[config.mk]
export PLATFORM = sky130hd
export DESIGN_NAME = rpa_top
export DESIGN_NICKNAME = d
export VERILOG_FILES = /design/src/design/rpa_pkg.sv /design/src/design/rpa_top.sv
export SDC_FILE = /design/constraint.sdc
export NUM_CORES = 1
export LEC_CHECK = 0
export BUFFER_PORTS_ARGS = -buffer_cell sky130_fd_sc_hd__buf_2
export CORE_UTILIZATION = 40
export DETAILED_ROUTE_END_ITERATION = 10
export PLACE_DENSITY = 0.65
export SYNTH_ARGS = -nofsm -noshare
export SYNTH_HDL_FRONTEND = slang
export SYNTH_SLANG_ARGS = --single-unit
[constraint.sdc]
create_clock -name clk_in -period 4.64 [get_ports clk_in]
set_input_delay 0 -clock clk_in [delete_from_list [all_inputs] [get_ports clk_in]]
set_output_delay 0 -clock clk_in [all_outputs]
set_load 0.02 [all_outputs]
[src/design/rpa_pkg.sv]
/*
 * rpa_pkg: register map, field layout, reset values and frame
 * limits of the receive frame accept block.
 * assumes: imported by rpa_top and rx_packet_accept_config_test; one clock domain.
 */
package rpa_pkg;
    // ========================================================
    // register map (byte addresses)
    localparam logic [7:0]  RPA_CFG_OFS     = 8'h00;
    localparam logic [7:0]  RPA_CNT_OFS     = 8'h04;
    // ========================================================
    // receive_configuration fields
    localparam int          RPA_AEF_BIT     = 31;
    localparam int          RPA_ASF_BIT     = 30;
    localparam int          RPA_ADT_BIT     = 28;
    localparam int          RPA_AOF_BIT     = 27;
    localparam int          RPA_BURST_LSB   = 20;
    localparam int          RPA_RX_DRAIN_THRESHOLD_LSB    = 1;
    localparam logic [2:0]  RPA_BURST_RST   = 3'h0;
    localparam logic [4:0]  RPA_RX_DRAIN_THRESHOLD_RST    = 5'h01;
    localparam logic [7:0]  RPA_BURST_W_RST = 8'h80;
    // ========================================================
    // frame lengths in bytes: 64, 1514, 1518, 2046
    localparam logic [11:0] RPA_RUNT_LEN    = 12'h040;
    localparam logic [11:0] RPA_TRUNC_STD   = 12'h5EA;
    localparam logic [11:0] RPA_STD_MAX     = 12'h5EE;
    localparam logic [11:0] RPA_LONG_MAX    = 12'h7FE;
    localparam int          RPA_FIFO_DEPTH  = 8;
    // ========================================================
    // frame status word bits
    localparam int          RPA_ST_OK       = 0;
    localparam int          RPA_ST_CRC      = 1;
    localparam int          RPA_ST_ALIGN    = 2;
    localparam int          RPA_ST_COLL     = 3;
    localparam int          RPA_ST_RUNT     = 4;
    localparam int          RPA_ST_LONG     = 5;
    localparam int          RPA_ST_REJ      = 6;
    localparam int          RPA_ST_TXO      = 7;

    // code 0 is the largest burst, others are powers of two
    function automatic logic [7:0] rpa_burst_words(input logic [2:0] c);
        return (c == 3'h0) ? 8'h80 : 8'(8'h01 << (c - 3'h1));
    endfunction
endpackage

[src/design/rpa_top.sv]
/*
 * rpa_top: receive frame accept filter with its configuration
 * register, an AXI4-Lite slave and a small byte FIFO (rpa_fifo).
 * assumes: receive byte stream and DMA side on clk_in; status word
 * is copied into the last descriptor of the frame by the DMA engine.
 */
// Implementation choices: the placing of the registers and the AXI4-Lite register port.
// Operation
// [RULE_01] accept-errored set: frames with crc, alignment, collision errors pass
// [RULE_02] accept-errored clear: such frames are rejected where still possible
// [RULE_03] errors of any delivered frame appear in its final status word
// [RULE_04] accept-short set: error-free frames under 64 bytes are accepted
// [RULE_05] accept-short clear: frames under 64 bytes rejected where possible
// [RULE_06] accept-during-transmit set: overlap data valid, collisions ignored
// [RULE_07] accept-during-transmit resets to 0 and then rejects overlap data
// [RULE_08] software sets accept-during-transmit before loopback or full duplex
// [RULE_09] oversize accepted: 1519 to 2046 byte frames are normal frames
// [RULE_10] oversize accepted: longer frames cut at 2046 and tagged long
// [RULE_11] oversize clear: frames over 1518 cut at 1514 and rejected
// [RULE_12] bits 25 to 23 ignore writes and read zero
// [RULE_13] bits 22 to 20 limit each receive DMA burst
// [RULE_14] burst code 0 means 128 words, codes 1 to 7 mean 1 to 64
// [RULE_15] drain starts at threshold times 8 bytes or whole frame; zero illegal; code also starts drain when the fifo is full
`timescale 1ns/1ps
module rpa_fifo #(
    parameter int WIDTH = 9,
    parameter int DEPTH = 8
) (
    input  wire logic             clk_in,
    input  wire logic             rst_n_in,
    input  wire logic             in_valid_in,
    input  wire logic [WIDTH-1:0] in_data_in,
    output logic                  in_ready_out,
    output logic                  out_valid_out,
    output logic      [WIDTH-1:0] out_data_out,
    input  wire logic             out_ready_in
);
    localparam int AW = $clog2(DEPTH);
    if (DEPTH < 2 || (DEPTH & (DEPTH - 1)) != 0) begin : g_bad_depth
        $error("fifo depth must be a power of two of at least 2");
    end
    typedef struct packed {
        logic [DEPTH-1:0][WIDTH-1:0] mem;
        logic [AW:0]                 wr;
        logic [AW:0]                 rd;
    } rpa_fifo_t;
    rpa_fifo_t st;
    rpa_fifo_t next_st;

    assign out_valid_out = (st.wr != st.rd);
    assign in_ready_out  = !((st.wr[AW] != st.rd[AW]) && (st.wr[AW-1:0] == st.rd[AW-1:0]));
    assign out_data_out  = st.mem[st.rd[AW-1:0]];

    always_comb begin
        next_st = st;
        if (in_valid_in && in_ready_out) begin
            next_st.mem[st.wr[AW-1:0]] = in_data_in;
            next_st.wr                 = st.wr + (AW+1)'(1);
        end
        if (out_valid_out && out_ready_in) begin
            next_st.rd = st.rd + (AW+1)'(1);
        end
    end

    always_ff @(posedge clk_in) begin
        if (!rst_n_in) begin
            st <= '0;
        end else begin
            st <= next_st;
        end
    end
endmodule

module rpa_top
    import rpa_pkg::*;
(
    input  wire logic        clk_in,
    input  wire logic        rst_n_in,
    input  wire logic [31:0] s_axi_awaddr_in,
    input  wire logic        s_axi_awvalid_in,
    output logic             s_axi_awready_out,
    input  wire logic [31:0] s_axi_wdata_in,
    input  wire logic [3:0]  s_axi_wstrb_in,
    input  wire logic        s_axi_wvalid_in,
    output logic             s_axi_wready_out,
    output logic [1:0]       s_axi_bresp_out,
    output logic             s_axi_bvalid_out,
    input  wire logic        s_axi_bready_in,
    input  wire logic [31:0] s_axi_araddr_in,
    input  wire logic        s_axi_arvalid_in,
    output logic             s_axi_arready_out,
    output logic [31:0]      s_axi_rdata_out,
    output logic [1:0]       s_axi_rresp_out,
    output logic             s_axi_rvalid_out,
    input  wire logic        s_axi_rready_in,
    input  wire logic        rx_valid_in,
    input  wire logic [7:0]  rx_data_in,
    input  wire logic        rx_last_in,
    input  wire logic        rx_crc_err_in,
    input  wire logic        rx_align_err_in,
    input  wire logic        rx_coll_in,
    input  wire logic        tx_active_in,
    output logic             rx_ready_out,
    output logic             out_valid_out,
    output logic [7:0]       out_data_out,
    output logic             out_last_out,
    input  wire logic        out_ready_in,
    output logic             sts_valid_out,
    output logic [7:0]       sts_out,
    output logic [7:0]       rx_burst_words_out
);
    typedef struct packed {
        logic        aw_got;
        logic        w_got;
        logic [7:0]  waddr;
        logic [31:0] wdata;
        logic [3:0]  wstrb;
        logic        bvalid;
        logic [1:0]  bresp;
        logic        rvalid;
        logic [31:0] rdata;
        logic [1:0]  rresp;
        logic        accept_errored_frames;
        logic        accept_short_frames;
        logic        accept_during_transmit;
        logic        accept_oversize_frames;
        logic [2:0]  rx_burst_limit;
        logic [4:0]  rx_drain_threshold;
        logic [7:0]  burst_words;
        logic        in_frame;
        logic        drop;
        logic        txo;
        logic        coll;
        logic [11:0] cnt;
        logic        sts_valid;
        logic [7:0]  sts;
        logic [15:0] acc_cnt;
        logic [15:0] rej_cnt;
        logic [3:0]  ends;
        logic        started;
    } rpa_state_t;
    rpa_state_t st;
    rpa_state_t next_st;

    function automatic logic [31:0] cfg_word(input rpa_state_t s);
        logic [31:0] w;
        w                                = '0;
        w[RPA_AEF_BIT]                   = s.accept_errored_frames;
        w[RPA_ASF_BIT]                   = s.accept_short_frames;
        w[RPA_ADT_BIT]                   = s.accept_during_transmit;
        w[RPA_AOF_BIT]                   = s.accept_oversize_frames;
        w[RPA_BURST_LSB +: 3]            = s.rx_burst_limit;
        w[RPA_RX_DRAIN_THRESHOLD_LSB +: 5]             = s.rx_drain_threshold;
        return w;
    endfunction

    logic        f_in_valid;
    logic        f_in_ready;
    logic        f_out_valid;
    logic [8:0]  f_out_data;
    logic        keep;
    logic        drop_now;
    logic        last_mark;
    logic        go;
    logic [11:0] lim;

    // ========================================================
    // byte buffer between filter and bus master
    rpa_fifo #(.WIDTH(9), .DEPTH(RPA_FIFO_DEPTH)) u_fifo (
        .clk_in        (clk_in),
        .rst_n_in      (rst_n_in),
        .in_valid_in   (f_in_valid),
        .in_data_in    ({last_mark, rx_data_in}),
        .in_ready_out  (f_in_ready),
        .out_valid_out (f_out_valid),
        .out_data_out  (f_out_data),
        .out_ready_in  (out_ready_in && go)
    );

    // ========================================================
    // frame filter combinational terms
    assign lim        = st.accept_oversize_frames ? RPA_LONG_MAX : RPA_TRUNC_STD; // [RULE_10] [RULE_11]
    assign drop_now   = st.in_frame ? st.drop : (tx_active_in && !st.accept_during_transmit); // [RULE_07]
    assign keep       = !drop_now && (st.cnt < lim);
    assign last_mark  = rx_last_in || (st.cnt == lim - 12'h001);
    assign f_in_valid = rx_valid_in && keep;
    // truncated or dropped bytes are swallowed, so the source never stalls on them
    assign rx_ready_out = !keep || f_in_ready;
    // full fifo also starts drain: 8 bytes hold less than most thresholds
    assign go = st.started || (st.ends != 4'h0) || !f_in_ready
             || ({st.cnt} >= {4'h0, st.rx_drain_threshold, 3'h0}); // [RULE_15]

    assign out_valid_out      = f_out_valid && go;
    assign out_data_out       = f_out_data[7:0];
    assign out_last_out       = f_out_data[8];
    assign s_axi_awready_out  = !st.aw_got && !st.bvalid;
    assign s_axi_wready_out   = !st.w_got && !st.bvalid;
    assign s_axi_bvalid_out   = st.bvalid;
    assign s_axi_bresp_out    = st.bresp;
    assign s_axi_arready_out  = !st.rvalid;
    assign s_axi_rvalid_out   = st.rvalid;
    assign s_axi_rdata_out    = st.rdata;
    assign s_axi_rresp_out    = st.rresp;
    assign sts_valid_out      = st.sts_valid;
    assign sts_out            = st.sts;
    assign rx_burst_words_out = st.burst_words;

    always_comb begin
        logic [31:0] w;
        logic [11:0] len;
        logic        txo;
        logic        coll;
        logic        err;
        logic        runt;
        logic        lng;
        logic        rej;
        logic        wr_last;
        logic        rd_last;
        w       = '0;
        len     = '0;
        txo     = 1'b0;
        coll    = 1'b0;
        err     = 1'b0;
        runt    = 1'b0;
        lng     = 1'b0;
        rej     = 1'b0;
        wr_last = 1'b0;
        rd_last = 1'b0;
        next_st = st;
        next_st.sts_valid = 1'b0;
        // ====================================================
        // register bus, address and data in either order
        if (s_axi_awvalid_in && s_axi_awready_out) begin
            next_st.aw_got = 1'b1;
            next_st.waddr  = s_axi_awaddr_in[7:0];
        end
        if (s_axi_wvalid_in && s_axi_wready_out) begin
            next_st.w_got = 1'b1;
            next_st.wdata = s_axi_wdata_in;
            next_st.wstrb = s_axi_wstrb_in;
        end
        if (st.aw_got && st.w_got) begin
            next_st.aw_got = 1'b0;
            next_st.w_got  = 1'b0;
            next_st.bvalid = 1'b1;
            next_st.bresp  = 2'h0;
            if (st.waddr == RPA_CFG_OFS) begin
                w = cfg_word(st);
                for (int b = 0; b < 4; b++) begin
                    if (st.wstrb[b]) begin
                        w[8*b +: 8] = st.wdata[8*b +: 8];
                    end
                end
                // unused bits are simply not stored
                next_st.accept_errored_frames  = w[RPA_AEF_BIT];
                next_st.accept_short_frames    = w[RPA_ASF_BIT];
                next_st.accept_during_transmit = w[RPA_ADT_BIT];
                next_st.accept_oversize_frames = w[RPA_AOF_BIT];
                next_st.rx_burst_limit         = w[RPA_BURST_LSB +: 3]; // [RULE_13]
                next_st.rx_drain_threshold     = w[RPA_RX_DRAIN_THRESHOLD_LSB +: 5];
            end else if (st.waddr != RPA_CNT_OFS) begin
                next_st.bresp = 2'h2;
            end
        end
        if (st.bvalid && s_axi_bready_in) begin
            next_st.bvalid = 1'b0;
        end
        if (s_axi_arvalid_in && s_axi_arready_out) begin
            next_st.rvalid = 1'b1;
            next_st.rresp  = 2'h0;
            if (s_axi_araddr_in[7:0] == RPA_CFG_OFS) begin
                next_st.rdata = cfg_word(st); // [RULE_12]
            end else if (s_axi_araddr_in[7:0] == RPA_CNT_OFS) begin
                next_st.rdata = {st.rej_cnt, st.acc_cnt};
            end else begin
                next_st.rdata = '0;
                next_st.rresp = 2'h2;
            end
        end else if (st.rvalid && s_axi_rready_in) begin
            next_st.rvalid = 1'b0;
        end
        next_st.burst_words = rpa_burst_words(st.rx_burst_limit); // [RULE_14]
        // ====================================================
        // receive side: count, truncate, classify at frame end
        if (rx_valid_in && rx_ready_out) begin
            len  = (st.cnt == 12'hFFF) ? st.cnt : st.cnt + 12'h001;
            txo  = (st.in_frame && st.txo) || (tx_active_in && !st.accept_during_transmit); // [RULE_07]
            coll = (st.in_frame && st.coll) || (rx_coll_in && !st.accept_during_transmit); // [RULE_06]
            next_st.cnt      = len;
            next_st.in_frame = 1'b1;
            next_st.drop     = drop_now;
            next_st.txo      = txo;
            next_st.coll     = coll;
            if (rx_last_in) begin
                err  = rx_crc_err_in || rx_align_err_in || coll;
                runt = len < RPA_RUNT_LEN;
                lng  = st.accept_oversize_frames ? (len > RPA_LONG_MAX) : (len > RPA_STD_MAX); // [RULE_09]
                rej  = (err && !st.accept_errored_frames) // [RULE_01] [RULE_02]
                    || (runt && !st.accept_short_frames) // [RULE_04] [RULE_05]
                    || (lng && !st.accept_oversize_frames) // [RULE_10] [RULE_11]
                    || txo;
                next_st.sts_valid              = 1'b1;
                next_st.sts                    = '0;
                next_st.sts[RPA_ST_OK]         = !rej && !err;
                next_st.sts[RPA_ST_CRC]        = rx_crc_err_in; // [RULE_03]
                next_st.sts[RPA_ST_ALIGN]      = rx_align_err_in;
                next_st.sts[RPA_ST_COLL]       = coll;
                next_st.sts[RPA_ST_RUNT]       = runt;
                next_st.sts[RPA_ST_LONG]       = lng;
                next_st.sts[RPA_ST_REJ]        = rej;
                next_st.sts[RPA_ST_TXO]        = txo;
                next_st.in_frame = 1'b0;
                next_st.drop     = 1'b0;
                next_st.txo      = 1'b0;
                next_st.coll     = 1'b0;
                next_st.cnt      = '0;
                if (rej) begin
                    next_st.rej_cnt = st.rej_cnt + 16'h0001;
                end else begin
                    next_st.acc_cnt = st.acc_cnt + 16'h0001;
                end
            end
        end
        // ====================================================
        // drain bookkeeping: whole frames held and frame in flight
        wr_last = f_in_valid && f_in_ready && last_mark;
        rd_last = out_valid_out && out_ready_in && out_last_out;
        next_st.ends = st.ends + {3'h0, wr_last} - {3'h0, rd_last};
        if (out_valid_out && out_ready_in) begin
            next_st.started = !out_last_out;
        end
    end

    always_ff @(posedge clk_in) begin
        if (!rst_n_in) begin
            st                    <= '0;
            st.rx_burst_limit     <= RPA_BURST_RST;
            st.rx_drain_threshold <= RPA_RX_DRAIN_THRESHOLD_RST;
            st.burst_words        <= RPA_BURST_W_RST;
        end else begin
            st <= next_st;
        end
    end

    // ========================================================
    // checks
    chk_errored_reject: assert property (@(posedge clk_in) disable iff (!rst_n_in) // [RULE_02]
        st.sts_valid && st.sts[RPA_ST_CRC] && !$past(st.accept_errored_frames)
        |-> st.sts[RPA_ST_REJ])
        else $error("errored frame not rejected");
    chk_errored_pass: assert property (@(posedge clk_in) disable iff (!rst_n_in) // [RULE_01]
        st.sts_valid && $past(st.accept_errored_frames) && !st.sts[RPA_ST_RUNT]
        && !st.sts[RPA_ST_LONG] && !st.sts[RPA_ST_TXO] |-> !st.sts[RPA_ST_REJ])
        else $error("errored frame rejected while accepted");
    chk_short_reject: assert property (@(posedge clk_in) disable iff (!rst_n_in) // [RULE_05]
        st.sts_valid && st.sts[RPA_ST_RUNT] && !$past(st.accept_short_frames)
        |-> st.sts[RPA_ST_REJ])
        else $error("short frame not rejected");
    chk_short_pass: assert property (@(posedge clk_in) disable iff (!rst_n_in) // [RULE_04]
        st.sts_valid && st.sts[RPA_ST_RUNT] && $past(st.accept_short_frames)
        && !st.sts[RPA_ST_CRC] && !st.sts[RPA_ST_ALIGN] && !st.sts[RPA_ST_COLL]
        && !st.sts[RPA_ST_TXO] |-> !st.sts[RPA_ST_REJ])
        else $error("accepted short frame rejected");
    chk_trunc_std: assert property (@(posedge clk_in) disable iff (!rst_n_in) // [RULE_11]
        st.sts_valid && st.sts[RPA_ST_LONG] && !$past(st.accept_oversize_frames)
        |-> st.sts[RPA_ST_REJ])
        else $error("oversize frame not rejected");
    chk_trunc_long: assert property (@(posedge clk_in) disable iff (!rst_n_in) // [RULE_10]
        f_in_valid && f_in_ready
        |-> st.cnt < (st.accept_oversize_frames ? RPA_LONG_MAX : RPA_TRUNC_STD))
        else $error("byte stored past cut point");
    chk_unused_zero: assert property (@(posedge clk_in) disable iff (!rst_n_in) // [RULE_12]
        s_axi_arvalid_in && s_axi_arready_out && s_axi_araddr_in[7:0] == RPA_CFG_OFS
        |=> st.rdata[25:23] == 3'h0)
        else $error("unused bits read nonzero");
    chk_burst_code: assert property (@(posedge clk_in) disable iff (!rst_n_in) // [RULE_14]
        st.rx_burst_limit == 3'h0 ##1 st.rx_burst_limit == 3'h0 |-> st.burst_words == 8'h80)
        else $error("burst code 0 not 128 words");
    chk_overlap_reject: assert property (@(posedge clk_in) disable iff (!rst_n_in) // [RULE_07]
        st.sts_valid && st.sts[RPA_ST_TXO] |-> st.sts[RPA_ST_REJ])
        else $error("overlap frame not rejected");
    chk_drain_gate: assert property (@(posedge clk_in) disable iff (!rst_n_in) // [RULE_15]
        out_valid_out && !st.started && st.ends == 4'h0 && f_in_ready
        |-> st.cnt >= {4'h0, st.rx_drain_threshold, 3'h0})
        else $error("drain started below threshold");
endmodule

## After elaboration in Yosys (flattened, before gate mapping)

Index checks and enable logic that the tools add are counted.

| storage, ports and cells | value |
|---|---|
| output and inout port bits | 69 |
| input bits | 122 |
| register bits | 246 |

| cells by class | value |
|---|---|
| add/sub/neg operators | 9 |
| shift-type cells | 1 |
| reduce and logical (&&, ||, !) cells | 69 |
| eq/ne operators | 7 |
| muxes and demuxes | 20 |
| $lt $le $gt $ge | 8 |
| bitwise gates (word level) | 2 |

Operator list:

| kind | count |
|---|---|
| $bwmux 72 | 1 |
| $mux 32 | 2 |
| $mux 57 | 1 |
| $add 16x1->16 const B | 2 |
| $mux 16 | 2 |
| $logic_and 1x1->1 | 28 |
| $bmux 9 s3 | 1 |
| $demux 9 s3 | 1 |
| $gt 12x11->1 const B | 2 |
| $mux 9 | 2 |
| $logic_not 8->1 | 2 |
| $reduce_and 3->1 | 5 |
| $logic_not 1->1 | 14 |
| $add 12x1->12 const B | 1 |
| $eq 12x12->1 | 1 |
| $eq 12x12->1 const B | 1 |
| $ge 12x8->1 | 1 |
| $logic_or 1x1->1 | 12 |
| $lt 12x11->1 | 1 |
| $lt 12x7->1 const B | 1 |
| $mux 12 | 1 |
| $sub 11x1->12 const B | 1 |
| $mux 10 | 1 |
| $add 4x1->4 const B | 2 |
| 19 further kinds | 30 |

## Logic depth before layout (Yosys ltp)

| depth | value |
|---|---|
| depth after elaboration | 11 |
| mapped depth | 16 |
| depth with buffers taken out | 16 |

## Hierarchy

Synthesis repeated with hierarchy kept, for this count alone.

| second synthesis, totals | value |
|---|---|
| cell total of the unflattened synthesis | 1166 |
| area, all modules | 10493.8 µm² |

By module, submodules not included:

| module | sequential area each (µm²) | cells an instance | instances | area an instance (µm²) |
|---|---|---|---|---|
| rpa_top | 2862.7 | 828 | 1 | 6860.3 |
| rpa_fifo | 1601.5 | 338 | 1 | 3633.5 |

## Least setup slack after synthesis

No wires, ideal clock.

| timing path | value |
|---|---|
| kind | register -> register |
| from | register st[49] (netlist name) |
| to | register st[3] (netlist name) |
| library setup time | 0.128 ns |
| required time | 4.512 ns |
| stages on the path, launching flop included | 17 |
| slack | 1.087 ns |
| buffers on the path | 0 |
| arrival | 3.426 ns |
| cell sequence | dfxtp_1 inv_1 ha_1 or4b_2 a21boi_0 o21ai_0 a21oi_1 o21ai_0 a21boi_1 and2_1 ha_1 inv_1 ha_1 inv_1 fa_1 xor2_1 nor2_1 |

| between the ends | value |
|---|---|
| longest elaborated chain between the ends | 7 |
| elaborated cells on any way between the ends | 14 |
| classes of those cells | add/sub: 2; order compare: 2; eq/ne: 1; reduce/logical: 9 |

Ends and longest elaborated chain:

| item | RTL line | RTL |
|---|---|---|
| start: declaration | rpa_top.sv:142 | `rpa_state_t st;` |
| start signal: assignment | rpa_top.sv:341 | `st <= next_st;` |
| $lt 12x11->1 | rpa_top.sv:184 | `assign keep = !drop_now && (st.cnt < lim);` |
| $logic_and 1x1->1 | rpa_top.sv:184 |  |
| $logic_and 1x1->1 | rpa_top.sv:186 | `assign f_in_valid = rx_valid_in && keep;` |
| $logic_and 1x1->1 (2 in a row) | rpa_top.sv:326 | `wr_last = f_in_valid && f_in_ready && last_mark;` |
| $add 4x1->4 | rpa_top.sv:328 | `next_st.ends = st.ends + {3'h0, wr_last} - {3'h0, rd_last};` |
| $sub 4x1->4 * | rpa_top.sv:328 |  |

Every way passes the cells marked *; elsewhere a longest branch is shown, timed or not.
A chain may end at the register's enable or synchronous reset.

## Worst setup path in the final report

| timing path | value |
|---|---|
| from | register st[46] (netlist name) |
| to | register st[27] (netlist name) |

| between the ends | value |
|---|---|
| longest elaborated chain between the ends | 9 |
| elaborated cells on any way between the ends | 19 |
| classes of those cells | add/sub: 1; order compare: 4; eq/ne: 1; mux: 2; bitwise: 1; reduce/logical: 10 |

Ends and longest elaborated chain:

| item | RTL line | RTL |
|---|---|---|
| $add 12x1->12 / $eq 12x12->1 (equally long branches) | rpa_top.sv:286 | `len = (st.cnt == 12'hFFF) ? st.cnt : st.cnt + 12'h001;` |
| $mux 12 | rpa_top.sv:286 |  |
| $gt 12x11->1 / $lt 12x7->1 (equally long branches) | rpa_top.sv:297, rpa_top.sv:296 |  |
| $mux 1 / $logic_and 1x1->1 (equally long branches) | rpa_top.sv:297, rpa_top.sv:299 |  |
| $logic_and 1x1->1 / $logic_or 1x1->1 (equally long branches) | rpa_top.sv:300, rpa_top.sv:299 |  |
| $logic_or 1x1->1 | rpa_top.sv:300 | `\|\| (lng && !st.accept_oversize_frames)` |
| $logic_or 1x1->1 | rpa_top.sv:301 | `\|\| txo;` |
| $not 1->1 (no line) | -- |  |
| $reduce_and 3->1 (no line) * | -- |  |

Marks and branches as above.

==> impl_metrics.ini <==
[pwr]
ir_drop_mv = 0.211
p_leak_nw = 4.91
power_density_mw_per_mm2 = 357

[synthesis]
yosysWarningCount = 0
syn-cell-area_sq_mm = 0.0104
synth_edf_count = 0
synthCells = 1196
ys_ff_latch = 223
seq_area_frac_synth_pct = 42.8
synth_cell_type_count = 63
syn_avg_cell_area_sq_um = 8.73
synthFlopType = dfxtp_1
async_reset_ff_share_pct = 0

[sta]
fin_crit_sh_pct = 83.9
slew_viol_final = 0
period_needed_ns = 3.89
fin_skew_ns = 0.0101
setup_violations = 0
fmax_ghz = 0.257
maxSlewHeadroom_pct = 28.8
tightest_slew_ns = 1.07
hold_slack_ns = 0.0256
setup-tns-final_ns = 0
hold_viol_final = 0
rsz0062_at_grt = false

[route]
first_pass_iters = 5
initialDrtViolationCount = 515
via_count = 8532
ant_nets = 0
wl_per_cell_microns = 15.7
wirelength_microns = 25500
drc = 0
via_per_inst = 5.27

[clock_tree]
clk_pin_slew_worst_paths_ns = 0.06
cts-root-buf = clkbuf_16
cts_tree = yes
cts.sinks = 223
hold_buffers = 55
cts-resized-gates = 0
cts_buffers = 25
cts_max_path_buffers = 3
h-tree-depth = 1
worstSkewPairLatency_ns = 0.52
post-cts-setup-buffer-count = 0

[global_routing]
grt_start_max_net_pins = 142
grtUsageTotal_pct = 19.0
antenna_found_initial = 0
overflow = 0
grt_pass1_wl_microns = 40900
grt_pass1_vias = 7757

[critical_path]
crit_required_ns = 5.05
crit_arrival_ns = 4.30
path_cells = ha_1 > and4_1 > a311oi_2 > a2111oi_4 > and3_1 > a221oi_4 > nor3_2 > buf_4 > nand4_1 > mux2i_1
max_stage_delay_ns = 0.84
worst-r2r-cell-count = 10
timing.critical_path.buf_inv = 1
slowest_stage = nor3_2
critPathLaunchType = register
cp.depth = 10
crit_family = simple AND/OR/NAND/NOR gates
crit_type = reg2reg
worstSetupEndpointType = register
cp_max_fo = 15

[worst_hold_path]
holdPathStages = 3
hold_class = in2reg

[die]
die_h_microns = 164
die_w_microns = 164
core_sq_mm = 0.0254
start_util_pct = 41.1
rows = 58
die_area_sq_mm = 0.0267
ios = 191

[place]
dp_hpwl_microns = 16300
portBuffers = 119
gp_congestion = 0.907

[finish]
areaGrowthSynthToFinish_pct = 16.9
mostFrequentLayoutCell = dfxtp_1
nNetsFinal = 1417
layout-drive-gt1-share_pct = 17.1
mostFrequentLayoutCells = 223 x dfxtp_1, 154 x nand2_1, 136 x nor2_1
diodes = 0

[run]
cap_violations = 0

[outcome]
status = finished clean
metal layers:
layer | share of wire [%] | GRT usage (%) | up-vias
met5 | 0 | 0 | -
met4 | 2.1 | 4.97 | 0
met3 | 4.5 | 2.77 | 40
met2 | 47 | 31.4 | 195
met1 | 47 | 25.7 | 4025
li1 | - | - | 4272
through the flow:
step	instance area, sq um	total power, mW	utilization, %	setup slack [ns]	cells
6_report	12200	4.35	48.0	0.749	1619
5_1_grt	12200	4.54	48.0	0.543	1619
4_1_cts	12200	4.40	48.0	0.816	1619
3_5_place_dp	10800	2.37	42.6	0.876	1522
3_3_place_gp	10800	2.36	42.6	0.942	1522
2_1_floorplan	10400	2.27	-	1.09	1197
registers in the layout, indices dropped and copies added (netlist names), 8 cells and up:
name and cells:
rx_burst_words_out 8, s_axi_rdata_out 32, sts_out 8, u_fifo.st 80
st 90
tightest hold or removal path: cells and delay by family:
kind,cells,cell delay [ns]
compound gates,1,0.05
buf+inv,1,0.27
simple gates,1,0.16
logic make-up after synthesis:
kind of cell / after synthesis / share of synthesized area (%)
flops: 223 / 42.8
compound gates: 212 / 13.0
xor+xnor: 15 / 1.26
fa+ha+maj: 21 / 2.59
simple gates: 463 / 20.3
other cells: 1 / 0.0359
mux: 101 / 12.0
buf+inv: 160 / 7.96
area by class of cell:
class,count,area (sq um)
clock buffer,36,737
clock inverter,6,90.1
fill,2436,13200
inverter,23,91.3
multi-input combinational,814,5160
sequential,223,4460
tap,330,413
timing repair buffer,187,1240
synthesized netlist by cell type, drive strengths merged (5+ instances only):
library cell	count	share of area, %
a211oi	7	0.50
a21oi	99	4.7
a22oi	35	2.5
a31oi	6	0.36
and2	9	0.54
and3	14	0.84
and4	5	0.42
buf	68	4.7
clkbuf	69	2.5
dfxtp	223	43
ha	20	2.4
inv	23	0.83
mux2	14	1.5
mux2i	69	6.6
mux4	18	3.9
nand2	154	5.5
nand2b	21	1.3
nand3	62	3.0
nand4	11	0.66
nor2	136	4.9
nor3	15	0.72
nor4	6	0.42
o211ai	6	0.53
o21a	5	0.36
o21ai	29	1.4
o31ai	6	0.56
or3	10	0.60
or4	5	0.36
xnor2	11	0.92
worst paths after layout:
kind	from	end	slack, ns
min	rx_last_in	st[50]	0.03
min reg2reg	u_fifo.st[33]	u_fifo.st[33]	0.45
max reg2reg	st[46]	st[27]	0.75
max	st[46]	st[27]	0.75
power by group:
group	internal, mW	switching (mW)
combinational	0.154	0.217
sequential	1.96	0.0313
clock	1.21	0.782
(Power assumes the default switching activity.)
